**src/rtl/twu_pkg.sv**
```systemverilog
package twu_pkg;

  ////////////////////////////////////////////////////////////////////////////
  // Special register bus
  localparam int TWU_SFR_AW = 8;  // Register address width
  localparam int TWU_SFR_DW = 8;  // Register data width

  // Key register and its two key values
  localparam logic [7:0] TWU_KEY_ADDR = 8'hc7;
  localparam logic [7:0] TWU_KEY_RESET = 8'h00;
  localparam logic [7:0] TWU_KEY_FIRST = 8'haa;
  localparam logic [7:0] TWU_KEY_SECOND = 8'h55;

  // Protected registers and the unprotected interrupt enable register
  localparam logic [7:0] TWU_WDOG_ADDR = 8'hd8;
  localparam logic [7:0] TWU_BOD_ADDR = 8'ha3;
  localparam logic [7:0] TWU_IE_ADDR = 8'ha8;
  localparam logic [7:0] TWU_WDOG_RESET = 8'h00;
  localparam logic [7:0] TWU_BOD_RESET = 8'h00;
  localparam logic [7:0] TWU_IE_RESET = 8'h00;
  localparam int TWU_IE_GLOBAL_BIT = 7;  // Global interrupt enable position
  localparam int TWU_IRQ_SOURCES = 7;    // Individual enables in bits 6:0

  // Cycle counts of the unlock sequence
  localparam int TWU_WAIT_CYCLES = 3;    // Second key must follow within
  localparam int TWU_WINDOW_CYCLES = 4;  // Protected write window length
  localparam int TWU_CNT_W = 3;          // Width of both counters

  ////////////////////////////////////////////////////////////////////////////
  // Controller register map on Avalon-MM (byte addresses)
  localparam int TWU_AV_AW = 4;
  localparam logic [3:0] TWU_AV_WRITE_OFS = 4'h0;  // Plain register write
  localparam logic [3:0] TWU_AV_PROT_OFS = 4'h4;   // Unlock then write
  localparam logic [3:0] TWU_AV_READ_OFS = 4'h8;   // Register read
  localparam logic [3:0] TWU_AV_STAT_OFS = 4'hc;   // Busy and read data
  localparam int TWU_AV_BUSY_BIT = 8;

endpackage

```
**src/rtl/twu_sfr_if.sv**
```systemverilog
`timescale 1ns/100ps
`default_nettype none
// Special register bus between the processor side and the unlock gate
interface twu_sfr_if;
  import twu_pkg::*;
  logic wr;                        // One-cycle write strobe
  logic rd;                        // One-cycle read strobe
  logic [TWU_SFR_AW-1:0] addr;     // Register address
  logic [TWU_SFR_DW-1:0] wdata;    // Write data
  logic [TWU_SFR_DW-1:0] rdata;    // Read data, valid the cycle after rd

  modport core (output wr, output rd, output addr, output wdata, input rdata);
  modport gate (input wr, input rd, input addr, input wdata, output rdata);
endinterface
`default_nettype wire

```
**src/rtl/twu_gate.sv**
```systemverilog
// Unlock gate: key sequence, write window and protected registers on the register bus.
`timescale 1ns/100ps
`default_nettype none
module twu_gate
  import twu_pkg::*;
#(
  parameter int WAIT_CYCLES = TWU_WAIT_CYCLES,
  parameter int WINDOW_CYCLES = TWU_WINDOW_CYCLES
) (
  input wire logic i_clk,
  input wire logic i_reset,
  input wire logic i_ce,
  twu_sfr_if.gate sfr,
  input wire logic [TWU_IRQ_SOURCES-1:0] i_irq_flags,
  output logic o_irq_request,
  output logic [7:0] o_watchdog_ctrl,
  output logic [7:0] o_brownout_ctrl,
  output logic o_window_open,
  output logic o_write_dropped
);

  ////////////////////////////////////////////////////////////////////////////
  // Elaboration checks

  // Both counts must fit the shared counter width and be at least one
  if (WAIT_CYCLES < 1 || WAIT_CYCLES > (2 ** TWU_CNT_W) - 1) begin : g_bad_wait
    $error("WAIT_CYCLES out of range");
  end
  if (WINDOW_CYCLES < 1 || WINDOW_CYCLES > (2 ** TWU_CNT_W) - 1) begin : g_bad_win
    $error("WINDOW_CYCLES out of range");
  end

  localparam logic [TWU_CNT_W-1:0] WAIT_LOAD = TWU_CNT_W'(WAIT_CYCLES);
  localparam logic [TWU_CNT_W-1:0] WIN_LOAD = TWU_CNT_W'(WINDOW_CYCLES);
  localparam logic [TWU_CNT_W-1:0] CNT_ZERO = '0;
  localparam logic [TWU_CNT_W-1:0] CNT_ONE = TWU_CNT_W'(1);

  ////////////////////////////////////////////////////////////////////////////
  // State

  logic [7:0] key_q;  // Last value written to the key register
  logic [7:0] key_d;
  logic [TWU_CNT_W-1:0] wait_q;  // Cycles left to see the second key
  logic [TWU_CNT_W-1:0] wait_d;
  logic [TWU_CNT_W-1:0] win_q;  // Cycles left in the write window
  logic [TWU_CNT_W-1:0] win_d;
  logic [7:0] wdog_q;  // Protected watchdog control
  logic [7:0] wdog_d;
  logic [7:0] bod_q;  // Protected brown-out control
  logic [7:0] bod_d;
  logic [7:0] ie_q;  // Interrupt enables, not protected
  logic [7:0] ie_d;
  logic [7:0] rdata_q;  // Registered read data
  logic [7:0] rdata_d;
  logic drop_q;  // Pulse: a protected write was discarded
  logic drop_d;
  logic irq_q;  // Registered interrupt request
  logic irq_d;

  // Decoded strobes of the current cycle
  logic key_wr;
  logic wdog_wr;
  logic bod_wr;
  logic window_active;

  ////////////////////////////////////////////////////////////////////////////
  // Next-state logic

  // Key sequence, window, protected registers, reads and interrupt gate
  always_comb begin
    key_d = key_q;
    wait_d = wait_q;
    win_d = win_q;
    wdog_d = wdog_q;
    bod_d = bod_q;
    ie_d = ie_q;
    rdata_d = rdata_q;
    drop_d = 1'b0;

    key_wr = sfr.wr && (sfr.addr == TWU_KEY_ADDR);
    wdog_wr = sfr.wr && (sfr.addr == TWU_WDOG_ADDR);
    bod_wr = sfr.wr && (sfr.addr == TWU_BOD_ADDR);
    // Window counts down from its load value, so it is open for exactly
    // the load value of cycles following the second key write
    window_active = (win_q != CNT_ZERO);

    // Both counters run down on their own
    if (wait_q != CNT_ZERO) begin
      wait_d = wait_q - CNT_ONE;
    end
    if (win_q != CNT_ZERO) begin
      win_d = win_q - CNT_ONE;
    end

    // Key register: stored value also tells whether a first key is pending
    if (key_wr) begin
      key_d = sfr.wdata;
      if (sfr.wdata == TWU_KEY_FIRST) begin
        // A first key, even mid-sequence, restarts the wait
        wait_d = WAIT_LOAD;
      end else if (sfr.wdata == TWU_KEY_SECOND && key_q == TWU_KEY_FIRST
                   && wait_q != CNT_ZERO) begin
        // Second key in time opens the window
        win_d = WIN_LOAD;
        wait_d = CNT_ZERO;
      end else begin
        // Late second key or any other value abandons the sequence
        wait_d = CNT_ZERO;
      end
    end

    // Protected writes land only inside the window; window stays open
    // after one write so a second one may still land while time remains
    if (wdog_wr) begin
      if (window_active) begin
        wdog_d = sfr.wdata;
      end else begin
        drop_d = 1'b1;
      end
    end
    if (bod_wr) begin
      if (window_active) begin
        bod_d = sfr.wdata;
      end else begin
        drop_d = 1'b1;
      end
    end

    // Interrupt enables are never protected
    if (sfr.wr && sfr.addr == TWU_IE_ADDR) begin
      ie_d = sfr.wdata;
    end

    // Reads are never gated; the key register reads as zero
    if (sfr.rd) begin
      case (sfr.addr)
        TWU_WDOG_ADDR: begin
          rdata_d = wdog_q;
        end
        TWU_BOD_ADDR: begin
          rdata_d = bod_q;
        end
        TWU_IE_ADDR: begin
          rdata_d = ie_q;
        end
        default: begin
          rdata_d = 8'h00;
        end
      endcase
    end

    // Flags held by their sources stay pending while the global bit is low
    irq_d = ie_q[TWU_IE_GLOBAL_BIT]
            && ((i_irq_flags & ie_q[TWU_IRQ_SOURCES-1:0]) != '0);
  end

  ////////////////////////////////////////////////////////////////////////////
  // Registers

  // All state frozen while the clock enable is low
  always_ff @(posedge i_clk) begin
    if (i_reset) begin
      key_q <= TWU_KEY_RESET;
      wait_q <= CNT_ZERO;
      win_q <= CNT_ZERO;
      wdog_q <= TWU_WDOG_RESET;
      bod_q <= TWU_BOD_RESET;
      ie_q <= TWU_IE_RESET;
      rdata_q <= 8'h00;
      drop_q <= 1'b0;
      irq_q <= 1'b0;
    end else if (i_ce) begin
      key_q <= key_d;
      wait_q <= wait_d;
      win_q <= win_d;
      wdog_q <= wdog_d;
      bod_q <= bod_d;
      ie_q <= ie_d;
      rdata_q <= rdata_d;
      drop_q <= drop_d;
      irq_q <= irq_d;
    end
  end

  ////////////////////////////////////////////////////////////////////////////
  // Outputs

  assign sfr.rdata = rdata_q;
  assign o_watchdog_ctrl = wdog_q;
  assign o_brownout_ctrl = bod_q;
  assign o_window_open = window_active;
  assign o_write_dropped = drop_q;
  assign o_irq_request = irq_q;

endmodule
`default_nettype wire

```
**src/flat_wrapper.sv**
```systemverilog
// flat-port wrapper written by rule: the top's interface ports become plain ports
module twu_gate_flat import twu_pkg::*;
#(
  parameter int WAIT_CYCLES = TWU_WAIT_CYCLES,
  parameter int WINDOW_CYCLES = TWU_WINDOW_CYCLES
)
  (i_clk, i_reset, i_ce, i_irq_flags, o_irq_request, o_watchdog_ctrl, o_brownout_ctrl, o_window_open, o_write_dropped, sfr_wr, sfr_rd, sfr_addr, sfr_wdata, sfr_rdata);
  twu_sfr_if sfr_i ();
  input wire logic i_clk;
  input wire logic i_reset;
  input wire logic i_ce;
  input wire logic [TWU_IRQ_SOURCES-1:0] i_irq_flags;
  output logic o_irq_request;
  output logic [7:0] o_watchdog_ctrl;
  output logic [7:0] o_brownout_ctrl;
  output logic o_window_open;
  output logic o_write_dropped;
  input wire logic [$bits(sfr_i.wr)-1:0] sfr_wr;
  input wire logic [$bits(sfr_i.rd)-1:0] sfr_rd;
  input wire logic [$bits(sfr_i.addr)-1:0] sfr_addr;
  input wire logic [$bits(sfr_i.wdata)-1:0] sfr_wdata;
  output wire logic [$bits(sfr_i.rdata)-1:0] sfr_rdata;
  assign sfr_i.wr = sfr_wr;
  assign sfr_i.rd = sfr_rd;
  assign sfr_i.addr = sfr_addr;
  assign sfr_i.wdata = sfr_wdata;
  assign sfr_rdata = sfr_i.rdata;
  twu_gate #(.WAIT_CYCLES(WAIT_CYCLES), .WINDOW_CYCLES(WINDOW_CYCLES)) u_core (.i_clk(i_clk), .i_reset(i_reset), .i_ce(i_ce), .sfr(sfr_i), .i_irq_flags(i_irq_flags), .o_irq_request(o_irq_request), .o_watchdog_ctrl(o_watchdog_ctrl), .o_brownout_ctrl(o_brownout_ctrl), .o_window_open(o_window_open), .o_write_dropped(o_write_dropped));
endmodule
```
**config.mk**
```make
export PLATFORM = sky130hd
export DESIGN_NAME = twu_gate_flat
export DESIGN_NICKNAME = d
export VERILOG_FILES = /design/src/rtl/twu_pkg.sv /design/src/rtl/twu_sfr_if.sv /design/src/rtl/twu_gate.sv /design/src/flat_wrapper.sv
export SDC_FILE = /design/constraint.sdc
export NUM_CORES = 1
export LEC_CHECK = 0
export BUFFER_PORTS_ARGS = -buffer_cell sky130_fd_sc_hd__buf_2
export CORE_MARGIN = 1.5
export CORE_UTILIZATION = 53
export DETAILED_ROUTE_END_ITERATION = 16
export PLACE_DENSITY = 0.79
export RECOVER_POWER = 100
export SLEW_MARGIN = 20
export SYNTH_ARGS = -nofsm -noshare
export SYNTH_HDL_FRONTEND = slang
export SYNTH_SLANG_ARGS = --single-unit
```
**constraint.sdc**
```tcl
create_clock -name i_clk -period 2.39 [get_ports i_clk]
set_input_delay 0.478 -clock i_clk [delete_from_list [all_inputs] [get_ports i_clk]]
set_output_delay 0.478 -clock i_clk [all_outputs]
set_load 0.01 [all_outputs]
```
==> out/metrics.cfg, run 1 <==
[status]
status = complete, no violations

[worst_setup_path]
critPathMaxStageDelay_ns = 0.69
crit-reg2reg-launch = u_core.win_q[0]
critical_path_arrival_ns = 2.37
critical_path.slowest_cell = nor2_1
start_kind = input port
cp_cell_sequence = clkbuf_1 -> or4b_4 -> nor2_1 -> o2111ai_4 -> o21ai_0
cp_max_fo = 10
rrSetupSlack_ns = 0.35
rr_worst_depth = 8
reg2reg_to = u_core.o_brownout_ctrl[0]
crit_buf_inv = 1
crit_type = in -> reg
path_delay_family = simple AND/OR/NAND/NOR gates
end_kind = flop
crit_required_ns = 2.60
worstSetupStartpoint = sfr_addr[0]

[yosys]
ys_top_cells_by_count = 48 x dfxtp_1, 34 x nor2_1, 32 x mux2i_1
synth_most_common_cell = dfxtp_1
synth.largest_area_cell = dfxtp_1
synth_warnings = 0
synth_edf_count = 0
synth-seq-cells = 48
async_flop_share = 0
synth_top_area_share = 0.420
ys_types = 43
ys_seq_area_frac = 0.420
syn-cell-area_mm2 = 0.00229
postSynthAreaPerCell_um2 = 9.86
postSynthCellCount = 232
synth.area.top_cells = dfxtp_1 42%, mux2i_1 14%, nor2_1 5.6%
synth_flop_cell = dfxtp_1
syn_nets = 264

[global_route]
antenna_found_initial = 0
grt.total_usage = 0.237
grt_pass1_vias = 1754
grt_max_degree = 22
grt_pass1_wl_um = 8330
grt_overflow = 0

[min_path]
hold_start = u_core.sfr.rdata[0]
hold_path.class = reg -> reg
hold_path_end = u_core.sfr.rdata[0]
min_path_cells = 2

[timing]
period_minus_slack_ns = 2.15
slew_headroom = 0.415
period_share = 0.901
worstMarginPinSlew_ns = 0.874
grt_setup_unrepaired = false
fin_skew_ns = 0.00412
hold_viol = 0
fmax_mhz = 465
final.setup.tns_ns = 0
setup_viol = 0
drv_slew = 0

[floorplanning]
row_count = 23
start_util = 0.560
design.die.area_mm2 = 0.00472
die_w_um = 68.7
io_pins = 55
die_y_um = 68.7
core-area_mm2 = 0.00409

[finish]
layout.nets = 320
drive_above_1_share = 0.177
fin_area_mm2 = 0.00259
diodes = 0
fin_cells = 338
fillers = 391
syn2layout_area_growth_pct = 13.5
regArea_um2 = 961
multi_input_area_mm2 = 0.00118

[routing]
vias = 1901
drc = 0
ant_nets = 0
drt-total-wl_um = 5210
drt_iter0_drc = 110
via_per_inst = 5.62
wire_per_inst_um = 15.4
firstDrtPassIters = 4

[placement]
gp_congestion = 0.746
place_area_mm2 = 0.00259
portBuffers = 54
dp.cells = 331
place_hpwl_um = 3850

[power_and_ir_drop]
p_leak_nw = 0.939
vdd_drop_max_uv = 386
p_per_area_mw_per_mm2 = 651

[clock_network]
clk_latency_ns = 0.29
cts_hold_buffers = 0
cts_buffers = 5
cts_root_buf = clkbuf_8
post_cts_buffers = 0
cts_tree = done
cts_num_sinks = 48
clock_path_buffers = 2
htreeDepth = 2
cts_resized = 0
clk_pin_slew_ns = 0.08

[job]
maxCapViolCount = 0

how the worst max path moves through the flow:
stage / depth (start not counted) / to / slack (ns)
final: 5 / u_core.sfr.rdata[7] / 0.24
after global routing: 5 / u_core.sfr.rdata[0] / 0.15
after CTS: 5 / o_window_open / 0.38
after detailed placement: 6 / u_core.o_watchdog_ctrl[2] / 0.33
after global placement: 6 / u_core.o_watchdog_ctrl[4] / 0.37
after floorplan: 5 / u_core.o_watchdog_ctrl[0] / 0.56
where the power goes:
part / internal, mW / switching [mW] / total [mW]
Sequential: 0.840 / 0.0186 / 0.859
Combinational: 0.155 / 0.222 / 0.377
Clock: 0.198 / 0.255 / 0.454
metal layers:
| metal | global-route usage | wire, um |
|---|---|---|
| met2 | 0.406 | 2520 |
| met4 | 0.0441 | 29 |
| met5 | 0 | 0 |
| met1 | 0.307 | 2400 |
| met3 | 0.0552 | 262 |
tightest hold or removal path: stages, from the launching register on:
cell and delay, ns:
dfxtp_1 0.33, nand2_1 0.04, o21ai_0 0.05
through the flow:
stage,hold WS (ns),setup WS [ns],utilization,power [mW]
2_1_floorplan,0.452,0.564,-,1.15
3_3_place_gp,0.436,0.367,0.633,1.25
3_5_place_dp,0.439,0.334,0.633,1.27
4_1_cts,0.451,0.375,0.653,1.71
5_1_grt,0.479,0.146,0.635,1.80
6_report,0.456,0.238,0.635,1.69
placed cells by master, fill, tap and decap left out, types with 3 or more instances in the layout:
master / instances
nor2_1: 35
nand2b_1: 4
mux2i_1: 32
inv_1: 6
a22o_2: 8
clkbuf_1: 32
a21oi_1: 6
clkbuf_8: 5
buf_4: 5
a22oi_1: 10
dfxtp_1: 48
o21ai_0: 9
and3_1: 7
nor4bb_1: 8
nand2_1: 11
buf_2: 25
ha_1: 4
nand3_1: 3
kinds of logic after synthesis:
group                    synth area share
adder cells (fa/ha/maj)            0.0219
multiplexers                        0.140
buffers and inverters              0.0509
XOR/XNOR                          0.00383
AND/OR/NAND/NOR                     0.222
flip-flops                          0.420
AO/OA/AOI/OAI                       0.141
layout make-up:
| cell class | count | area share |
|---|---|---|
| clock buffers | 5 | 0.0265 |
| clock inverters | 2 | 0.00482 |
| inverters | 6 | 0.00868 |
| multi-input cells | 165 | 0.457 |
| flip-flops and latches | 48 | 0.370 |
| well taps | 50 | 0.0241 |
| repair buffers | 62 | 0.109 |
flip-flops by register name, indices dropped and copies added (netlist names):
signal                  flops
u_core.wait_q               3
u_core.o_write_dropped      1
u_core.win_q                3
u_core.o_irq_request        1
u_core.key_q                8
u_core.o_brownout_ctrl      8
u_core.sfr.rdata            8
u_core.o_watchdog_ctrl      8
u_core.ie_q                 8
Note: power is estimated with default switching activity, not from simulation.
==> run 2: changes to the inputs <==
- CTS_BUF_LIST: not set -> sky130_fd_sc_hd__clkbuf_16
==> out/metrics.cfg, run 2 (synthesis gave the netlist of run 1 again) <==
[status]
status = complete, no violations  ; unchanged

[worst_setup_path]
worstSetupStartpoint = sfr_addr[0]  ; unchanged
critPathMaxStageDelay_ns = 0.68  ; was 0.69 ns
cp_cell_sequence = clkbuf_1 -> or4b_4 -> nor2_1 -> o2111ai_4 -> o21ai_0  ; unchanged
cp.depth = 5  ; unchanged
crit_buf_inv = 1  ; unchanged
path_delay_family = simple AND/OR/NAND/NOR gates  ; unchanged
rr_worst_depth = 8  ; unchanged
crit_required_ns = 2.59  ; was 2.60 ns
start_kind = input port  ; unchanged
cp_max_fo = 10  ; unchanged
crit-reg2reg-launch = u_core.win_q[0]  ; unchanged
crit_type = in -> reg  ; unchanged
critical_path.slowest_cell = nor2_1  ; unchanged
end_kind = flop  ; unchanged
critical_path_arrival_ns = 2.37  ; about the same

[global_route]
antenna_found_initial = 0  ; unchanged
grt_pass1_vias = 1801  ; was 1,754
grt_max_degree = 22  ; unchanged
grt_overflow = 0  ; unchanged
grt_pass1_wl_um = 8470  ; was 8330 um
grt.total_usage = 0.245  ; was 0.237

[finish]
final_common_cell = dfxtp_1  ; unchanged
diodes = 0  ; unchanged
syn2layout_area_growth_pct = 15.9  ; was 13.5%
drive_above_1_share = 0.177  ; unchanged
final_cell_mix = 48 x dfxtp_1, 35 x nor2_1, 32 x mux2i_1, 32 x clkbuf_1, 25 x buf_2  ; unchanged
layout.nets = 320  ; unchanged
fin_cells = 338  ; unchanged

[clock_network]
cts_hold_buffers = 0  ; unchanged
cts_root_buf = clkbuf_16  ; was clkbuf_8
htreeDepth = 2  ; unchanged
cts_num_sinks = 48  ; unchanged
cts_resized = 0  ; unchanged
cts_buffers = 5  ; unchanged
clk_pin_slew_ns = 0.06  ; was 0.08 ns
clk_latency_ns = 0.28  ; was 0.29 ns
clock_path_buffers = 2  ; unchanged
cts_tree = done  ; unchanged
post_cts_buffers = 0  ; unchanged

[routing]
vias = 1890  ; was 1,901
via_per_inst = 5.59  ; was 5.62
wire_per_inst_um = 15.8  ; was 15.4 um
drt_iter0_drc = 80  ; was 110
drt-total-wl_um = 5340  ; was 5210 um
ant_nets = 0  ; unchanged
drc = 0  ; unchanged
firstDrtPassIters = 4  ; unchanged

[timing]
grt_setup_unrepaired = false  ; unchanged
fin_skew_ns = 0.00179  ; was 0.00412 ns
setup_viol = 0  ; unchanged
final.setup.tns_ns = 0  ; unchanged
period_share = 0.908  ; was 0.901
period_minus_slack_ns = 2.17  ; was 2.15 ns
hold_viol = 0  ; unchanged
fmax_mhz = 461  ; was 465 MHz
slew_headroom = 0.428  ; was 0.415
worstMarginPinSlew_ns = 0.855  ; was 0.874 ns
drv_slew = 0  ; unchanged

[power_and_ir_drop]
vdd_drop_max_uv = 416  ; was 386 uV
p_per_area_mw_per_mm2 = 717  ; was 651 mW/mm2
p_leak_nw = 0.964  ; was 0.939 nW

[min_path]
hold_start = u_core.sfr.rdata[0]  ; unchanged
min_path_cells = 2  ; unchanged
hold_path.class = reg -> reg  ; unchanged

[placement]
place_hpwl_um = 3850  ; unchanged
dp.cells = 331  ; unchanged
portBuffers = 54  ; unchanged
gp_congestion = 0.746  ; unchanged

[floorplanning]
die_w_um = 68.7  ; unchanged
design.die.area_mm2 = 0.00472  ; unchanged
io_pins = 55  ; unchanged
core-area_mm2 = 0.00409  ; unchanged
row_count = 23  ; unchanged
die_y_um = 68.7  ; unchanged
start_util = 0.560  ; unchanged

[job]
maxCapViolCount = 0  ; unchanged

-- run 2: worst paths after layout --
kind                                    end  slack (ns)
setup / recovery        u_core.sfr.rdata[7]        0.22
hold / removal          u_core.sfr.rdata[0]        0.45
setup reg to reg  u_core.o_brownout_ctrl[0]        0.35
hold reg to reg         u_core.sfr.rdata[0]        0.45
-- run 2: worst min-delay path, delay by kind of cell (launching register included) --
family	cells	cell delay [ns]
AOI/OAI and AO/OA	1	0.05
DFF	1	0.31
and+or+nand+nor	1	0.05
-- run 2: cell type report --
cell class / count / area [um2]
well taps: 50 / 62.6
multi-input cells: 165 / 1180
clock buffers: 5 / 125
inverters: 6 / 22.5
flip-flops and latches: 48 / 961
repair buffers: 62 / 283
clock inverters: 2 / 12.5
fillers: 383 / 1440
-- run 2: report_power, final --
part	internal, mW	leakage (nW)	switching [mW]
clock	0.379	0.0657	0.283
sequential	0.841	0.387	0.0189
combinational	0.155	0.511	0.223
total	1.38	0.964	0.525
-- run 2: stage by stage --
step	hold WS (ns)	setup slack (ns)	util	power [mW]	area (um2)
after detailed placement	0.439	0.334	0.633	1.27	2590
after CTS	0.448	0.388	0.667	1.92	2720
after floorplan	0.452	0.564	-	1.15	2290
after global placement	0.436	0.367	0.633	1.25	2590
after global routing	0.474	0.146	0.649	2.00	2650
final	0.445	0.219	0.649	1.90	2650
-- run 2: per-layer routing --
layer | GRT usage | part of all wire | vias to the layer above
met4 | 0.0686 | 0.0096 | 0
li1 | - | - | 948
met1 | 0.299 | 0.44 | 885
met3 | 0.0666 | 0.064 | 5
met5 | 0 | 0 | -
met2 | 0.424 | 0.49 | 52
==> run 3: changes to the inputs <==
- RECOVER_POWER: 100 -> not set
==> out/metrics.cfg, run 3 (synthesis gave the netlist of run 1 again) <==
[global_route]
grt_pass1_vias = 1801  ; unchanged
grt_pass1_wl_um = 8470  ; unchanged
grt.total_usage = 0.245  ; unchanged
grt_overflow = 0  ; unchanged
grt_max_degree = 22  ; unchanged
antenna_found_initial = 0  ; unchanged

[power_and_ir_drop]
seqPwrFrac = 0.449  ; was 0.452
clkPwrFrac = 0.347  ; was 0.349
vdd_drop_max_uv = 417  ; was 416 uV
intPower_mw = 1.38  ; about the same
swShare = 0.279  ; was 0.276
p_leak_nw = 1.11  ; was 0.964 nW
combPwrFrac = 0.204  ; was 0.199
p_per_area_mw_per_mm2 = 703  ; was 717 mW/mm2
switchingPower_mw = 0.534  ; was 0.525 mW

[finish]
diodes = 0  ; unchanged
fin_cells = 338  ; unchanged
layout.nets = 320  ; unchanged
fillers = 366  ; was 383
final_cell_mix = 54 x buf_2, 48 x dfxtp_1, 34 x nor2_1  ; was 48 x dfxtp_1, 35 x nor2_1, 32 x mux2i_1, 32 x clkbuf_1, 25 x buf_2
drive_above_1_share = 0.299  ; was 0.177
syn2layout_area_growth_pct = 19.1  ; was 15.9%
final_common_cell = buf_2  ; was dfxtp_1

[worst_setup_path]
crit_type = reg -> out  ; was in -> reg
critical_path.slowest_cell = nor2b_1  ; was nor2_1
cp_cell_sequence = inv_1 -> ha_1 -> nor2b_1 -> inv_1 -> buf_2  ; was clkbuf_1 -> or4b_4 -> nor2_1 -> o2111ai_4 -> o21ai_0
cp.depth = 5  ; unchanged
path_delay_family = buffers and inverters  ; was simple AND/OR/NAND/NOR gates
end_kind = primary output  ; was flop
rr_worst_depth = 8  ; unchanged
start_kind = flop  ; was input port
cp_max_fo = 5  ; was 10
cp_common_cell = inv_1
critical_path_arrival_ns = 1.52  ; was 2.37 ns
crit_required_ns = 1.91  ; was 2.59 ns
critPathMaxStageDelay_ns = 0.32  ; was 0.68 ns
crit_buf_inv = 3  ; was 1

[timing]
slew_headroom = 0.662  ; was 0.428
setup_viol = 0  ; unchanged
hold_viol = 0  ; unchanged
final.setup.tns_ns = 0  ; unchanged
period_share = 0.835  ; was 0.908
grt_setup_unrepaired = false  ; unchanged
hold_slack_ns = 0.443  ; was 0.445 ns
fmax_mhz = 501  ; was 461 MHz
worstMarginPinSlew_ns = 0.507  ; was 0.855 ns
period_minus_slack_ns = 2.00  ; was 2.17 ns
fin_skew_ns = 0.00192  ; was 0.00179 ns
drv_slew = 0  ; unchanged

[min_path]
min_path_cells = 2  ; unchanged
hold_path.class = reg -> reg  ; unchanged

[floorplanning]
start_util = 0.560  ; unchanged
die_y_um = 68.7  ; unchanged
row_count = 23  ; unchanged
io_pins = 55  ; unchanged
die_w_um = 68.7  ; unchanged
design.die.area_mm2 = 0.00472  ; unchanged
core-area_mm2 = 0.00409  ; unchanged

[clock_network]
cts_resized = 0  ; unchanged
cts_tree = done  ; unchanged
htreeDepth = 2  ; unchanged
cts_root_buf = clkbuf_16  ; unchanged
clk_latency_ns = 0.28  ; about the same
clk_pin_slew_ns = 0.06  ; about the same
cts_hold_buffers = 0  ; unchanged
post_cts_buffers = 0  ; unchanged
cts_buffers = 5  ; unchanged
clock_path_buffers = 2  ; unchanged
cts_num_sinks = 48  ; unchanged

[routing]
firstDrtPassIters = 6  ; was 4
drt-total-wl_um = 5360  ; was 5340 um
drt_iter0_drc = 125  ; was 80
via_per_inst = 5.62  ; was 5.59
wire_per_inst_um = 15.9  ; was 15.8 um
drc = 0  ; unchanged
ant_nets = 0  ; unchanged
vias = 1900  ; was 1,890

[placement]
gp_congestion = 0.746  ; unchanged
portBuffers = 54  ; unchanged
place_hpwl_um = 3850  ; unchanged
dp.cells = 331  ; unchanged

[job]
maxCapViolCount = 0  ; unchanged

[status]
status = complete, no violations  ; unchanged

-- run 3: worst paths after layout --
path | from | endpoint | slack [ns]
max reg2reg | u_core.win_q[0] | u_core.o_brownout_ctrl[0] | 0.62
min reg2reg | u_core.sfr.rdata[0] | u_core.sfr.rdata[0] | 0.44
min | u_core.sfr.rdata[0] | u_core.sfr.rdata[0] | 0.44
max | u_core.win_q[0] | o_window_open | 0.39
-- run 3: power by group through the flow --
stage	Sequential (mW)	Clock, mW	Combinational [mW]
2_1_floorplan	0.873	0	0.277
3_3_place_gp	0.875	0	0.371
3_5_place_dp	0.877	0	0.391
4_1_cts	0.859	0.671	0.393
5_1_grt	0.864	0.708	0.445
6_report	0.860	0.665	0.391
-- run 3: cell type report --
cell class,count,area (um2),share of cell area
Clock buffer,5,125,0.0459
Multi-Input combinational cell,165,1210,0.444
Tap cell,50,62.6,0.0230
Timing Repair Buffer,62,330,0.121
Inverter,6,22.5,0.00827
Clock inverter,2,12.5,0.00459
Sequential cell,48,961,0.353
-- run 3: per-layer routing --
layer	vias to the layer above	GRT usage	part of all wire
met5	-	0	0
met4	0	0.0686	0.0095
met3	5	0.0666	0.056
met2	57	0.424	0.49
met1	889	0.299	0.45
li1	949	-	-
-- run 3: metrics by stage --
stage | instance area, um2 | total power [mW] | worst slack [ns] | utilization
after global routing | 2720 | 2.02 | 0.278 | 0.667
after global placement | 2590 | 1.25 | 0.367 | 0.633
final | 2720 | 1.92 | 0.394 | 0.667
after floorplan | 2290 | 1.15 | 0.564 | -
after detailed placement | 2590 | 1.27 | 0.334 | 0.633
after CTS | 2720 | 1.92 | 0.388 | 0.667
-- run 3: worst register-to-register path, cell delays in order (launching register included) --
cell and delay [ns]:
dfxtp_1 0.30, inv_1 0.12, ha_1 0.18, nor2b_1 0.32, inv_1 0.16, and4_1 0.17
buf_4 0.19, mux2i_1 0.16, nor2_1 0.06
